$ cat src/reset_release_sequencer_regs.vh
// Timing constants, clock source codes and reset values for the reset release sequencer.
`ifndef RESET_RELEASE_SEQUENCER_REGS_VH
`define RESET_RELEASE_SEQUENCER_REGS_VH
// ==========================================================================
// Clock and timing
`define CLK_PERIOD_NS 8
`define POWER_ON_DELAY_US 10
`define STARTUP_REG_ON_US 20
`define POWER_UP_TIMER_MS 64
`define STATE_RESET_US 20
`define PLL_LOCK_TIME_US 20
`define MONITOR_START_DELAY_US 100
`define POWER_ON_CYCLES ((`POWER_ON_DELAY_US * 1000) / `CLK_PERIOD_NS)
`define STARTUP_REG_ON_CYCLES ((`STARTUP_REG_ON_US * 1000) / `CLK_PERIOD_NS)
`define POWER_UP_TIMER_CYCLES ((`POWER_UP_TIMER_MS * 1000000) / `CLK_PERIOD_NS)
`define STATE_RESET_CYCLES ((`STATE_RESET_US * 1000) / `CLK_PERIOD_NS)
`define PLL_LOCK_CYCLES ((`PLL_LOCK_TIME_US * 1000) / `CLK_PERIOD_NS)
`define MONITOR_START_CYCLES ((`MONITOR_START_DELAY_US * 1000) / `CLK_PERIOD_NS)
`define OSC_STARTUP_PERIODS 1024
`define OSC_STARTUP_WIDTH 10
// ==========================================================================
// Clock source codes (3-bit oscillator selection)
`define OSC_FAST_RC 3'h0
`define OSC_FAST_RC_PLL 3'h1
`define OSC_CRYSTAL 3'h2
`define OSC_CRYSTAL_PLL 3'h3
`define OSC_SECONDARY 3'h4
`define OSC_LOW_POWER_RC 3'h5
`define OSC_EXT_CLOCK 3'h6
`define OSC_EXT_CLOCK_PLL 3'h7
// ==========================================================================
// Reset values and field positions
`define CUR_OSC_MSB 14
`define CUR_OSC_LSB 12
`define RESET_VECTOR 24'h000000
`define TIMER_WIDTH 24
`endif

$ cat src/reset_release_sequencer.v
// Reset release sequencer: system reset hold, clock release and monitor start.
`timescale 1ns/10ps
`include "reset_release_sequencer_regs.vh"

module reset_release_sequencer #(
  parameter [23:0] POWER_UP_TIMER_CYCLES = `POWER_UP_TIMER_CYCLES,
  parameter [23:0] MONITOR_START_CYCLES = `MONITOR_START_CYCLES
) (
  input wire clk,
  input wire rst_n,
  input wire powerOnEvent,
  input wire brownOutEvent,
  input wire masterClearEvent,
  input wire watchdogEvent,
  input wire softwareEvent,
  input wire illegalOpEvent,
  input wire uninitRegEvent,
  input wire trapConflictEvent,
  input wire wakeEvent,
  input wire regulatorEnable,
  input wire clockSwitchEnable,
  input wire monitorEnable,
  input wire [2:0] newOscSelectConfig,
  input wire oscClockIn,
  input wire pllLockedIn,
  output reg systemResetSignal,
  output reg clockReleased,
  output reg cpuRunEnable,
  output reg [23:0] programCounterLoad,
  output reg [2:0] currentOscSelect,
  output reg monitorActive,
  output reg oscFailTrap,
  output reg [2:0] resetCause
);

  // ==========================================================================
  // Sequencer states
  localparam [4:0] ST_IDLE = 5'h01;
  localparam [4:0] ST_HOLD = 5'h02;
  localparam [4:0] ST_WAIT_CLK = 5'h04;
  localparam [4:0] ST_MON_DELAY = 5'h08;
  localparam [4:0] ST_RUN = 5'h10;

  // Fixed delays in clk cycles; the power-up timer and monitor delay stay parameters.
  localparam [23:0] POWER_ON_CYC = `POWER_ON_CYCLES;
  localparam [23:0] STARTUP_ON_CYC = `STARTUP_REG_ON_CYCLES;
  localparam [23:0] STATE_RST_CYC = `STATE_RESET_CYCLES;
  localparam [23:0] PLL_LOCK_CYC = `PLL_LOCK_CYCLES;
  localparam [9:0] OST_LAST = 10'h3ff;

  // Cause codes on resetCause; zero means no event has been seen since rst_n.
  localparam [2:0] CAUSE_NONE = 3'h0;
  localparam [2:0] CAUSE_POWER_ON = 3'h1;
  localparam [2:0] CAUSE_BROWN_OUT = 3'h2;
  localparam [2:0] CAUSE_OTHER = 3'h3;
  localparam [2:0] CAUSE_WAKE = 3'h4;

  // Pins from the oscillator and reset sources are asynchronous to clk.
  reg [1:0] porSync_reg, borSync_reg, mclrSync_reg, wdtSync_reg, swrSync_reg;
  reg [1:0] iopSync_reg, uwrSync_reg, trapSync_reg, wakeSync_reg;
  reg [1:0] oscSync_reg, lockSync_reg;
  reg oscPrev_reg;
  reg [4:0] state_reg;
  reg [23:0] holdCnt_reg;
  reg [23:0] lockCnt_reg;
  reg [9:0] ostCnt_reg;
  reg ostDone_reg, lockDone_reg, needOst_reg, needLock_reg;
  reg [23:0] monCnt_reg;
  reg [2:0] oscSel_next;

  // ==========================================================================
  // Event decode
  // Priority is power-on, brown-out, the other resets, then wake.
  wire porIn = porSync_reg[1];
  wire borIn = borSync_reg[1];
  wire otherIn = mclrSync_reg[1] | wdtSync_reg[1] | swrSync_reg[1] | iopSync_reg[1] |
    uwrSync_reg[1] | trapSync_reg[1];
  wire wakeIn = wakeSync_reg[1];
  wire anyReset = porIn | borIn | otherIn | wakeIn;
  wire oscEdge = oscSync_reg[1] & ~oscPrev_reg;
  wire lockIn = lockSync_reg[1];
  // The clock is valid once every delay that this source needs has run out.
  wire needClockWait = needOst_reg | needLock_reg;
  wire clockReady = (ostDone_reg | !needOst_reg) & (lockDone_reg | !needLock_reg);

  // ==========================================================================
  // Clock source helpers
  function isPll;
    input [2:0] sel;
    begin
      isPll = (sel == `OSC_FAST_RC_PLL) | (sel == `OSC_CRYSTAL_PLL) |
        (sel == `OSC_EXT_CLOCK_PLL);
    end
  endfunction

  function isCrystal;
    input [2:0] sel;
    begin
      isCrystal = (sel == `OSC_CRYSTAL) | (sel == `OSC_CRYSTAL_PLL) |
        (sel == `OSC_SECONDARY);
    end
  endfunction

  function [23:0] startupCycles;
    input regOn;
    begin
      startupCycles = regOn ? STARTUP_ON_CYC : POWER_UP_TIMER_CYCLES;
    end
  endfunction

  // One saturating decrement for every down-counter, so none can wrap to a long hold.
  function [23:0] countDown;
    input [23:0] value;
    begin
      countDown = (value == 24'h000000) ? 24'h000000 : value - 24'h000001;
    end
  endfunction

  // ==========================================================================
  // Synchronisers
  // Only the second stage of each pair feeds logic; the first may be metastable.
  always @(posedge clk) begin
    if (!rst_n) begin
      porSync_reg <= 2'h0;
      borSync_reg <= 2'h0;
      mclrSync_reg <= 2'h0;
      wdtSync_reg <= 2'h0;
      swrSync_reg <= 2'h0;
      iopSync_reg <= 2'h0;
      uwrSync_reg <= 2'h0;
      trapSync_reg <= 2'h0;
      wakeSync_reg <= 2'h0;
      oscSync_reg <= 2'h0;
      lockSync_reg <= 2'h0;
      oscPrev_reg <= 1'b0;
    end else begin
      porSync_reg <= {porSync_reg[0], powerOnEvent};
      borSync_reg <= {borSync_reg[0], brownOutEvent};
      mclrSync_reg <= {mclrSync_reg[0], masterClearEvent};
      wdtSync_reg <= {wdtSync_reg[0], watchdogEvent};
      swrSync_reg <= {swrSync_reg[0], softwareEvent};
      iopSync_reg <= {iopSync_reg[0], illegalOpEvent};
      uwrSync_reg <= {uwrSync_reg[0], uninitRegEvent};
      trapSync_reg <= {trapSync_reg[0], trapConflictEvent};
      wakeSync_reg <= {wakeSync_reg[0], wakeEvent};
      oscSync_reg <= {oscSync_reg[0], oscClockIn};
      lockSync_reg <= {lockSync_reg[0], pllLockedIn};
      oscPrev_reg <= oscSync_reg[1];
    end
  end

  // Power-on and brown-out, or any event while clockSwitchEnable is low, reload the configured source; others keep it.
  always @* begin
    oscSel_next = currentOscSelect;
    if (porIn | borIn | !clockSwitchEnable) begin
      oscSel_next = newOscSelectConfig;
    end
  end

  // ==========================================================================
  // Sequencer
  // A held event reloads the counters every cycle, so each hold is timed from its last cycle.
  always @(posedge clk) begin
    if (!rst_n) begin
      state_reg <= ST_IDLE;
      holdCnt_reg <= POWER_ON_CYC + STARTUP_ON_CYC + STATE_RST_CYC;
      lockCnt_reg <= 24'h000000;
      ostCnt_reg <= 10'h000;
      ostDone_reg <= 1'b0;
      lockDone_reg <= 1'b0;
      needOst_reg <= 1'b0;
      needLock_reg <= 1'b0;
      monCnt_reg <= 24'h000000;
      systemResetSignal <= 1'b1;
      clockReleased <= 1'b0;
      cpuRunEnable <= 1'b0;
      programCounterLoad <= `RESET_VECTOR;
      currentOscSelect <= `OSC_FAST_RC;
      monitorActive <= 1'b0;
      oscFailTrap <= 1'b0;
      resetCause <= CAUSE_NONE;
    end else if (anyReset) begin
      // Every event restarts the hold; outputs and PC return to reset values, but currentOscSelect and resetCause are reloaded.
      state_reg <= ST_HOLD;
      systemResetSignal <= 1'b1;
      clockReleased <= 1'b0;
      cpuRunEnable <= 1'b0;
      monitorActive <= 1'b0;
      oscFailTrap <= 1'b0;
      programCounterLoad <= `RESET_VECTOR;
      currentOscSelect <= oscSel_next;
      ostCnt_reg <= 10'h000;
      lockCnt_reg <= 24'h000000;
      ostDone_reg <= 1'b0;
      lockDone_reg <= 1'b0;
      needOst_reg <= 1'b0;
      needLock_reg <= 1'b0;
      monCnt_reg <= MONITOR_START_CYCLES;
      if (porIn) begin
        holdCnt_reg <= POWER_ON_CYC + startupCycles(regulatorEnable) + STATE_RST_CYC;
        resetCause <= CAUSE_POWER_ON;
        needOst_reg <= isCrystal(oscSel_next);
        needLock_reg <= isPll(oscSel_next);
      end else if (borIn) begin
        holdCnt_reg <= startupCycles(regulatorEnable) + STATE_RST_CYC;
        resetCause <= CAUSE_BROWN_OUT;
        needOst_reg <= isCrystal(oscSel_next);
        needLock_reg <= isPll(oscSel_next);
      end else if (otherIn) begin
        holdCnt_reg <= STATE_RST_CYC;
        resetCause <= CAUSE_OTHER;
      end else begin
        holdCnt_reg <= regulatorEnable ? STARTUP_ON_CYC : 24'h000001;
        resetCause <= CAUSE_WAKE;
      end
    end else begin
      // Oscillator start-up and PLL lock count beside the reset hold.
      if (needOst_reg && !ostDone_reg && oscEdge) begin
        ostCnt_reg <= ostCnt_reg + 10'h001;
        if (ostCnt_reg == OST_LAST) begin
          ostDone_reg <= 1'b1;
        end
      end
      // A drop of the lock indication pauses the count rather than restarting it.
      if (needLock_reg && !lockDone_reg && lockIn) begin
        lockCnt_reg <= lockCnt_reg + 24'h000001;
        if (lockCnt_reg >= PLL_LOCK_CYC - 24'h000001) begin
          lockDone_reg <= 1'b1;
        end
      end
      case (state_reg)
        ST_IDLE: begin
          // After rst_n nothing is released until some reset source fires.
          state_reg <= ST_IDLE;
        end
        ST_HOLD: begin
          if (holdCnt_reg <= 24'h000001) begin
            systemResetSignal <= 1'b0;
            state_reg <= ST_WAIT_CLK;
          end else begin
            holdCnt_reg <= countDown(holdCnt_reg);
          end
        end
        ST_WAIT_CLK: begin
          // System reset is already low here; fetch still waits for a valid clock.
          // The monitor delay runs meanwhile, so with monitorEnable set a missing clock still ends the wait.
          if (monCnt_reg != 24'h000000 && needClockWait) begin
            monCnt_reg <= countDown(monCnt_reg);
          end
          if (clockReady) begin
            clockReleased <= 1'b1;
            cpuRunEnable <= 1'b1;
            state_reg <= ST_MON_DELAY;
          end else if (monitorEnable && (monCnt_reg <= 24'h000001 ||
              !needClockWait)) begin
            currentOscSelect <= `OSC_FAST_RC;
            oscFailTrap <= 1'b1;
            monitorActive <= 1'b1;
            clockReleased <= 1'b1;
            cpuRunEnable <= 1'b1;
            state_reg <= ST_RUN;
          end
        end
        ST_MON_DELAY: begin
          if (!needClockWait || monCnt_reg <= 24'h000001) begin
            monitorActive <= monitorEnable;
            state_reg <= ST_RUN;
          end else begin
            monCnt_reg <= countDown(monCnt_reg);
          end
        end
        ST_RUN: begin
          // Running stays put; only a reset event leaves this state.
          state_reg <= ST_RUN;
        end
        default: begin
          // A corrupted state code parks in idle until the next reset event.
          state_reg <= ST_IDLE;
        end
      endcase
    end
  end

endmodule // reset_release_sequencer

$ cat config.mk
export PLATFORM = sky130hd
export DESIGN_NAME = reset_release_sequencer
export DESIGN_NICKNAME = d
export VERILOG_FILES = /design/src/reset_release_sequencer.v
export VERILOG_INCLUDE_DIRS = /design/src
export SDC_FILE = /design/constraint.sdc
export NUM_CORES = 1
export LEC_CHECK = 0
export BUFFER_PORTS_ARGS = -buffer_cell sky130_fd_sc_hd__clkbuf_2
export CAP_MARGIN = 5
export CORE_UTILIZATION = 55
export DETAILED_ROUTE_END_ITERATION = 6
export PLACE_DENSITY = 0.81
export RECOVER_POWER = 25
export SETUP_SLACK_MARGIN = 0.5
export SLEW_MARGIN = 20
export SYNTH_ARGS = -nofsm -noshare
export SYNTH_HDL_FRONTEND = slang
export SYNTH_SLANG_ARGS = --single-unit
$ cat constraint.sdc
create_clock -name clk -period 4.8 [get_ports clk]
set_input_delay 0.48 -clock clk [delete_from_list [all_inputs] [get_ports clk]]
set_output_delay 0.48 -clock clk [all_outputs]
set_load 0.01 [all_outputs]
# Word level (Yosys, flattened, before mapping)
# Cells that the tools add are included.
# totals
register_bits,124
inputBits,19
output_inout_bits,35
elab_cells,156
# op_classes
add_sub_neg,7
n_lt_le_gt_ge,3
eq_ne,24
muxes,37
n_bitwise,21
reduce_logical,35
# ops
op,n
2-to-1 mux 24 bit,9
less-or-equal comparator 24 x 1 -> 1 bit (second input constant),2
logical NOT 24 bit,2
one-hot mux 24 bit (2 select lines),1
subtractor 24 x 1 -> 24 bit (second input constant),2
adder 11 x 24 -> 24 bit (first input constant),1
adder 23 x 12 -> 24 bit (second input constant),1
adder 24 x 1 -> 24 bit (second input constant),1
adder 24 x 12 -> 24 bit (second input constant),1
greater-or-equal comparator 24 x 12 -> 1 bit (second input constant),1
2-to-1 mux 12 bit,2
2-to-1 mux 3 bit,8
nonzero test 24 bit,1
2-to-1 mux 23 bit,1
2-to-1 mux 5 bit,4
one-hot mux 5 bit (4 select lines),1
AND reduction 3 bit,6
!= test 2 bit (second input constant),8
OR 1 bit,16
!= test 3 bit (second input constant),5
2-to-1 mux 14 bit,1
adder 10 x 1 -> 10 bit (second input constant),1
equality test 10 bit (second input constant),1
AND reduction 2 bit,5
other kinds (20),46

# Depth between registers and ports, before layout
# logic_depth
ltp_word,9
mapped_depth,9
mapped_depth_nobuf,8

# Worst setup path before layout
# No wires, ideal clock.
# synth_path
path_kind,register to register
from,register state_reg[3]
to,register monCnt_reg[1]
setup_time_ps,71
arrival_time_ps,2125
required_ps,4729
path_slack_ps,2605
path_stages_with_launch,9
n_path_buf,2
period_less_slack_ps,2195
path_cell_list,dfxtp_1 -> buf_2 -> or4b_4 -> nor3_4 -> a22oi_2 -> and2_1 -> buf_2 -> or3_1 -> a21oi_1
# synth_via
elab_chain_len,3
# synth_rtl
item,line_no,rtl
from (decl),reset_release_sequencer.v:63,reg [4:0] state_reg;
from (signal assigned),reset_release_sequencer.v:165,state_reg <= ST_IDLE;
from (signal assigned),reset_release_sequencer.v:184,state_reg <= ST_HOLD;
from (signal assigned),reset_release_sequencer.v:234,state_reg <= ST_IDLE;
equality test 5 x 4 -> 1 bit / equality test 5 x 3 -> 1 bit (equally long branches),reset_release_sequencer.v:231,case (state_reg)
!= test 2 bit (no line) / nonzero test 2 bit (equally long branches),n/a,
AND reduction 3 bit (no line),n/a,
to (signal assigned),reset_release_sequencer.v:248,monCnt_reg <= countDown(monCnt_reg);
to (signal assigned),reset_release_sequencer.v:269,monCnt_reg <= countDown(monCnt_reg);
to (decl),reset_release_sequencer.v:68,reg [23:0] monCnt_reg;
# Several ways; a longest one is shown, not always the timed one.
# A chain may end at the register's enable or synchronous reset.

==> summary.log <==
[outcome] run status complete, but fails checks
[outcome] violations in the final reports max-capacitance violations, max-slew violations
[placed_design] worst setup slack after placement 2.11 ns
[timing] max frequency 316 MHz
[die] floorplan core area 11000 µm²
[clocking] Clk pin slew, worst setup/hold paths 0.06 ns
[logic_synthesis] number of register bits inferred by synthesis 124
[global_routing] vias in the first global route 5196
[worst_setup_path] required time of the critical path 5.17 ns
[cells_and_area] ratio of cells with drive above 1 in the final layout 0.110
[timing] Slew @ Worst Pin 1.67 ns
[worst_setup_path] cell at the slowest stage of the critical path clkbuf_1
[cells_and_area] antenna cell count 0
[detailed_routing] average detailed-routed wire length per instance 15.9 µm
[detailed_routing] 1st-iter DRT viols 403
[global_routing] wire length of the first global-routing pass 23.5 mm
[timing] Slew headroom -0.110
[timing] Worst Hold Slack 0.260 ns
[detailed_routing] total detailed-routing wirelength 14.5 mm
[timing] final hold violations 0
[placed_design] DPL Wire Length 9.81 mm
[clocking] later-pin clock latency in the skew report 0.43 ns
[clocking] TritonCTS buffer count 17
[flow_run] count of max-cap constraint violations 1
[worst_setup_path] Crit. End Element flop
[logic_synthesis] combined area of all synthesized cells 6300 µm²
[cells_and_area] area added between synthesis and finish 10.4%
[clocking] number of gates resized after cts 0
[clocking] count of hold buffers inserted by post-cts repair 0
[logic_synthesis] simple logic cell fraction of the synthesized area 0.283
[detailed_routing] number of iterations in the first detailed-routing pass 6
[worst_setup_path] Worst setup SP type input pin
[worst_setup_path] worst-case register-to-register setup slack 1.99 ns
[logic_synthesis] predominant post-synthesis flop cell dfxtp_1
[die] starting density of the core 0.574
[global_routing] antenna violations before repair 0
[logic_synthesis] Yosys top cell by area dfxtp_1
[clocking] postcts setup bufs 0
[cells_and_area] fill count 900
[timing] minimum period implied by the final worst setup slack 3.16 ns
[logic_synthesis] proportion of synthesized area in mux cells 0.0129
[detailed_routing] number of vias per cell after detailed routing 6.13
[cells_and_area] Final Net Count 784
[timing] Post-Route Skew 0.00665 ns
[logic_synthesis] cell count after synthesis 740
[clocking] clock tree root buffer cell clkbuf_16
[clocking] number of buffers between clock root and the deepest sink 2
[worst_setup_path] max incr delay on CP 1.18 ns
[die] die area 11900 µm²
[worst_setup_path] critical path, cell by cell clkbuf_1, clkinv_1, o21ai_0, a32o_1
[detailed_routing] detailed-route via count 5582
[die] vertical die dimension 109 µm
[detailed_routing] post-route antenna net violation count 0
[die] horizontal extent of the die 109 µm
[pwr] power density relative to cell area 366 nW/µm²
[cells_and_area] most frequent cells in the layout dfxtp_1, nor2_1, a21oi_1
[worst_setup_path] Crit Path Class input pin to flop
[logic_synthesis] top cell type's share of synthesized area 0.394
[logic_synthesis] combinational family with the most area after synthesis simple AND/OR/NAND/NOR gates
[logic_synthesis] fraction of registers with async set or reset after synthesis 0
[logic_synthesis] post-synthesis compound-gate area fraction 0.164
[timing] Final Slew Violations 43
[timing] summed negative setup slack over all endpoints 0 ns
[placed_design] number of input and output port buffers inserted 29
[logic_synthesis] synthesized-area fraction occupied by adder cells 0.0159
[detailed_routing] number of design rule violations left after detail routing 0
[timing] number of failing setup endpoints in the final timing report 0
[clocking] TritonCTS clock tree yes
[worst_setup_path] Worst Path Arrival 3.53 ns
[die] Top-Level Pins 54
[logic_synthesis] largest cells by area after synthesis dfxtp_1, nor2_1, xnor2_1
[pwr] cell leakage power 2.43 nW
[logic_synthesis] sequential element share of the synthesized area 0.394
[logic_synthesis] number of library cell types mapped by synthesis 72
[clocking] CTS H-tree lvls 4
[placed_design] final estimated routing congestion in global placement 0.990
[timing] RSZ-0062 raised after global routing no
[cells_and_area] Layout Utilization 0.634
[global_routing] pin count of the biggest net entering global routing 43
[pwr] maximum vdd drop 0.329 mV
[logic_synthesis] mean post-synth cell area 8.51 µm²
[timing] smallest setup slack after layout 1.64 ns
[logic_synthesis] number of flops mapped to enable cells by yosys 0
[global_routing] total overflow reported by the global router 0
[logic_synthesis] xor/xnor share of the synthesized area 0.0640
[clocking] total clock sinks 124
[global_routing] GR Util All Layers 0.253
[cells_and_area] most common cell after layout, fill and taps aside dfxtp_1
[die] num rows 38
[timing] fin crit share 0.658
[worst_hold_path] Tightest Hold Check Type input pin to flop
[worst_setup_path] largest fanout on the critical path 42
[logic_synthesis] total of warnings raised by yosys 0
[Yosys cell counts (3+ instances only)]
library cell / instances
o31ai_1: 6
ha_1: 8
nand3b_1: 3
xnor2_1: 28
nor2_1: 103
a211oi_1: 10
o31ai_2: 3
buf_6: 3
nand2_1: 42
or4_1: 10
xor2_1: 18
inv_1: 20
or2_2: 4
and3_1: 9
o21ai_0: 20
o21ai_1: 5
o211ai_1: 13
or3_1: 14
o21a_1: 4
a32o_1: 4
nor4_2: 3
mux2i_1: 7
nand2b_1: 5
buf_2: 4
clkbuf_1: 21
buf_4: 26
nor4_1: 17
nand4_1: 21
nand3_1: 33
a21oi_1: 45
dfxtp_1: 124
a2111oi_2: 6
and2_1: 25
a31oi_1: 6
nor3_1: 23
[worst max-delay path, delay by kind of cell]
family | cells | cell delay [ns]
buffers and inverters | 2 | 2.28
AO/OA/AOI/OAI | 2 | 0.76
[worst paths after layout]
path / depth (start not counted) / to / from
min reg2reg: 1 / wakeSync_reg[1] / wakeSync_reg[0]
max: 4 / currentOscSelect[1] / rst_n
min: 2 / wdtSync_reg[0] / watchdogEvent
max reg2reg: 6 / monCnt_reg[13] / needOst_reg
[per-layer routing]
layer,wire [µm],part of all wire,global-route usage
met1,6190,0.43,0.295
met2,6950,0.48,0.426
met3,895,0.062,0.0538
met4,429,0.030,0.150
met5,0,0,0
[layout make-up]
class | instances | area, µm² | share of cell area
clock buffer | 17 | 425 | 0.0611
tap | 140 | 175 | 0.0252
multi-input combinational | 562 | 3510 | 0.504
inverter | 21 | 78.8 | 0.0113
timing repair buffer | 31 | 146 | 0.0210
clock inverter | 15 | 140 | 0.0201
sequential | 124 | 2480 | 0.357
[where the power goes]
group,switching [mW],internal [mW],total (mW)
registers,0.0344,1.06,1.10
clock network,0.509,0.718,1.23
logic,0.155,0.0707,0.226
[metrics by stage]
stage               total power, mW  cells  area (µm²)
floorplan                      1.29    763        6390
global placement               1.33    878        6390
detailed placement             1.34    878        6390
CTS                            2.55    910        6960
global route                   2.63    910        6960
finish                         2.55    910        6960
[kinds of logic (layout without fill, tap and decap cells)]
logic type | Yosys count | after routing
simple gates | 332 | 332
compound gates | 144 | 144
flops | 124 | 124
buf+inv | 77 | 84
xor+xnor | 46 | 46
fa+ha+maj | 8 | 8
mux | 8 | 8
other cells | 1 | 24
No activity file was read; power rests on OpenSTA's default activity.
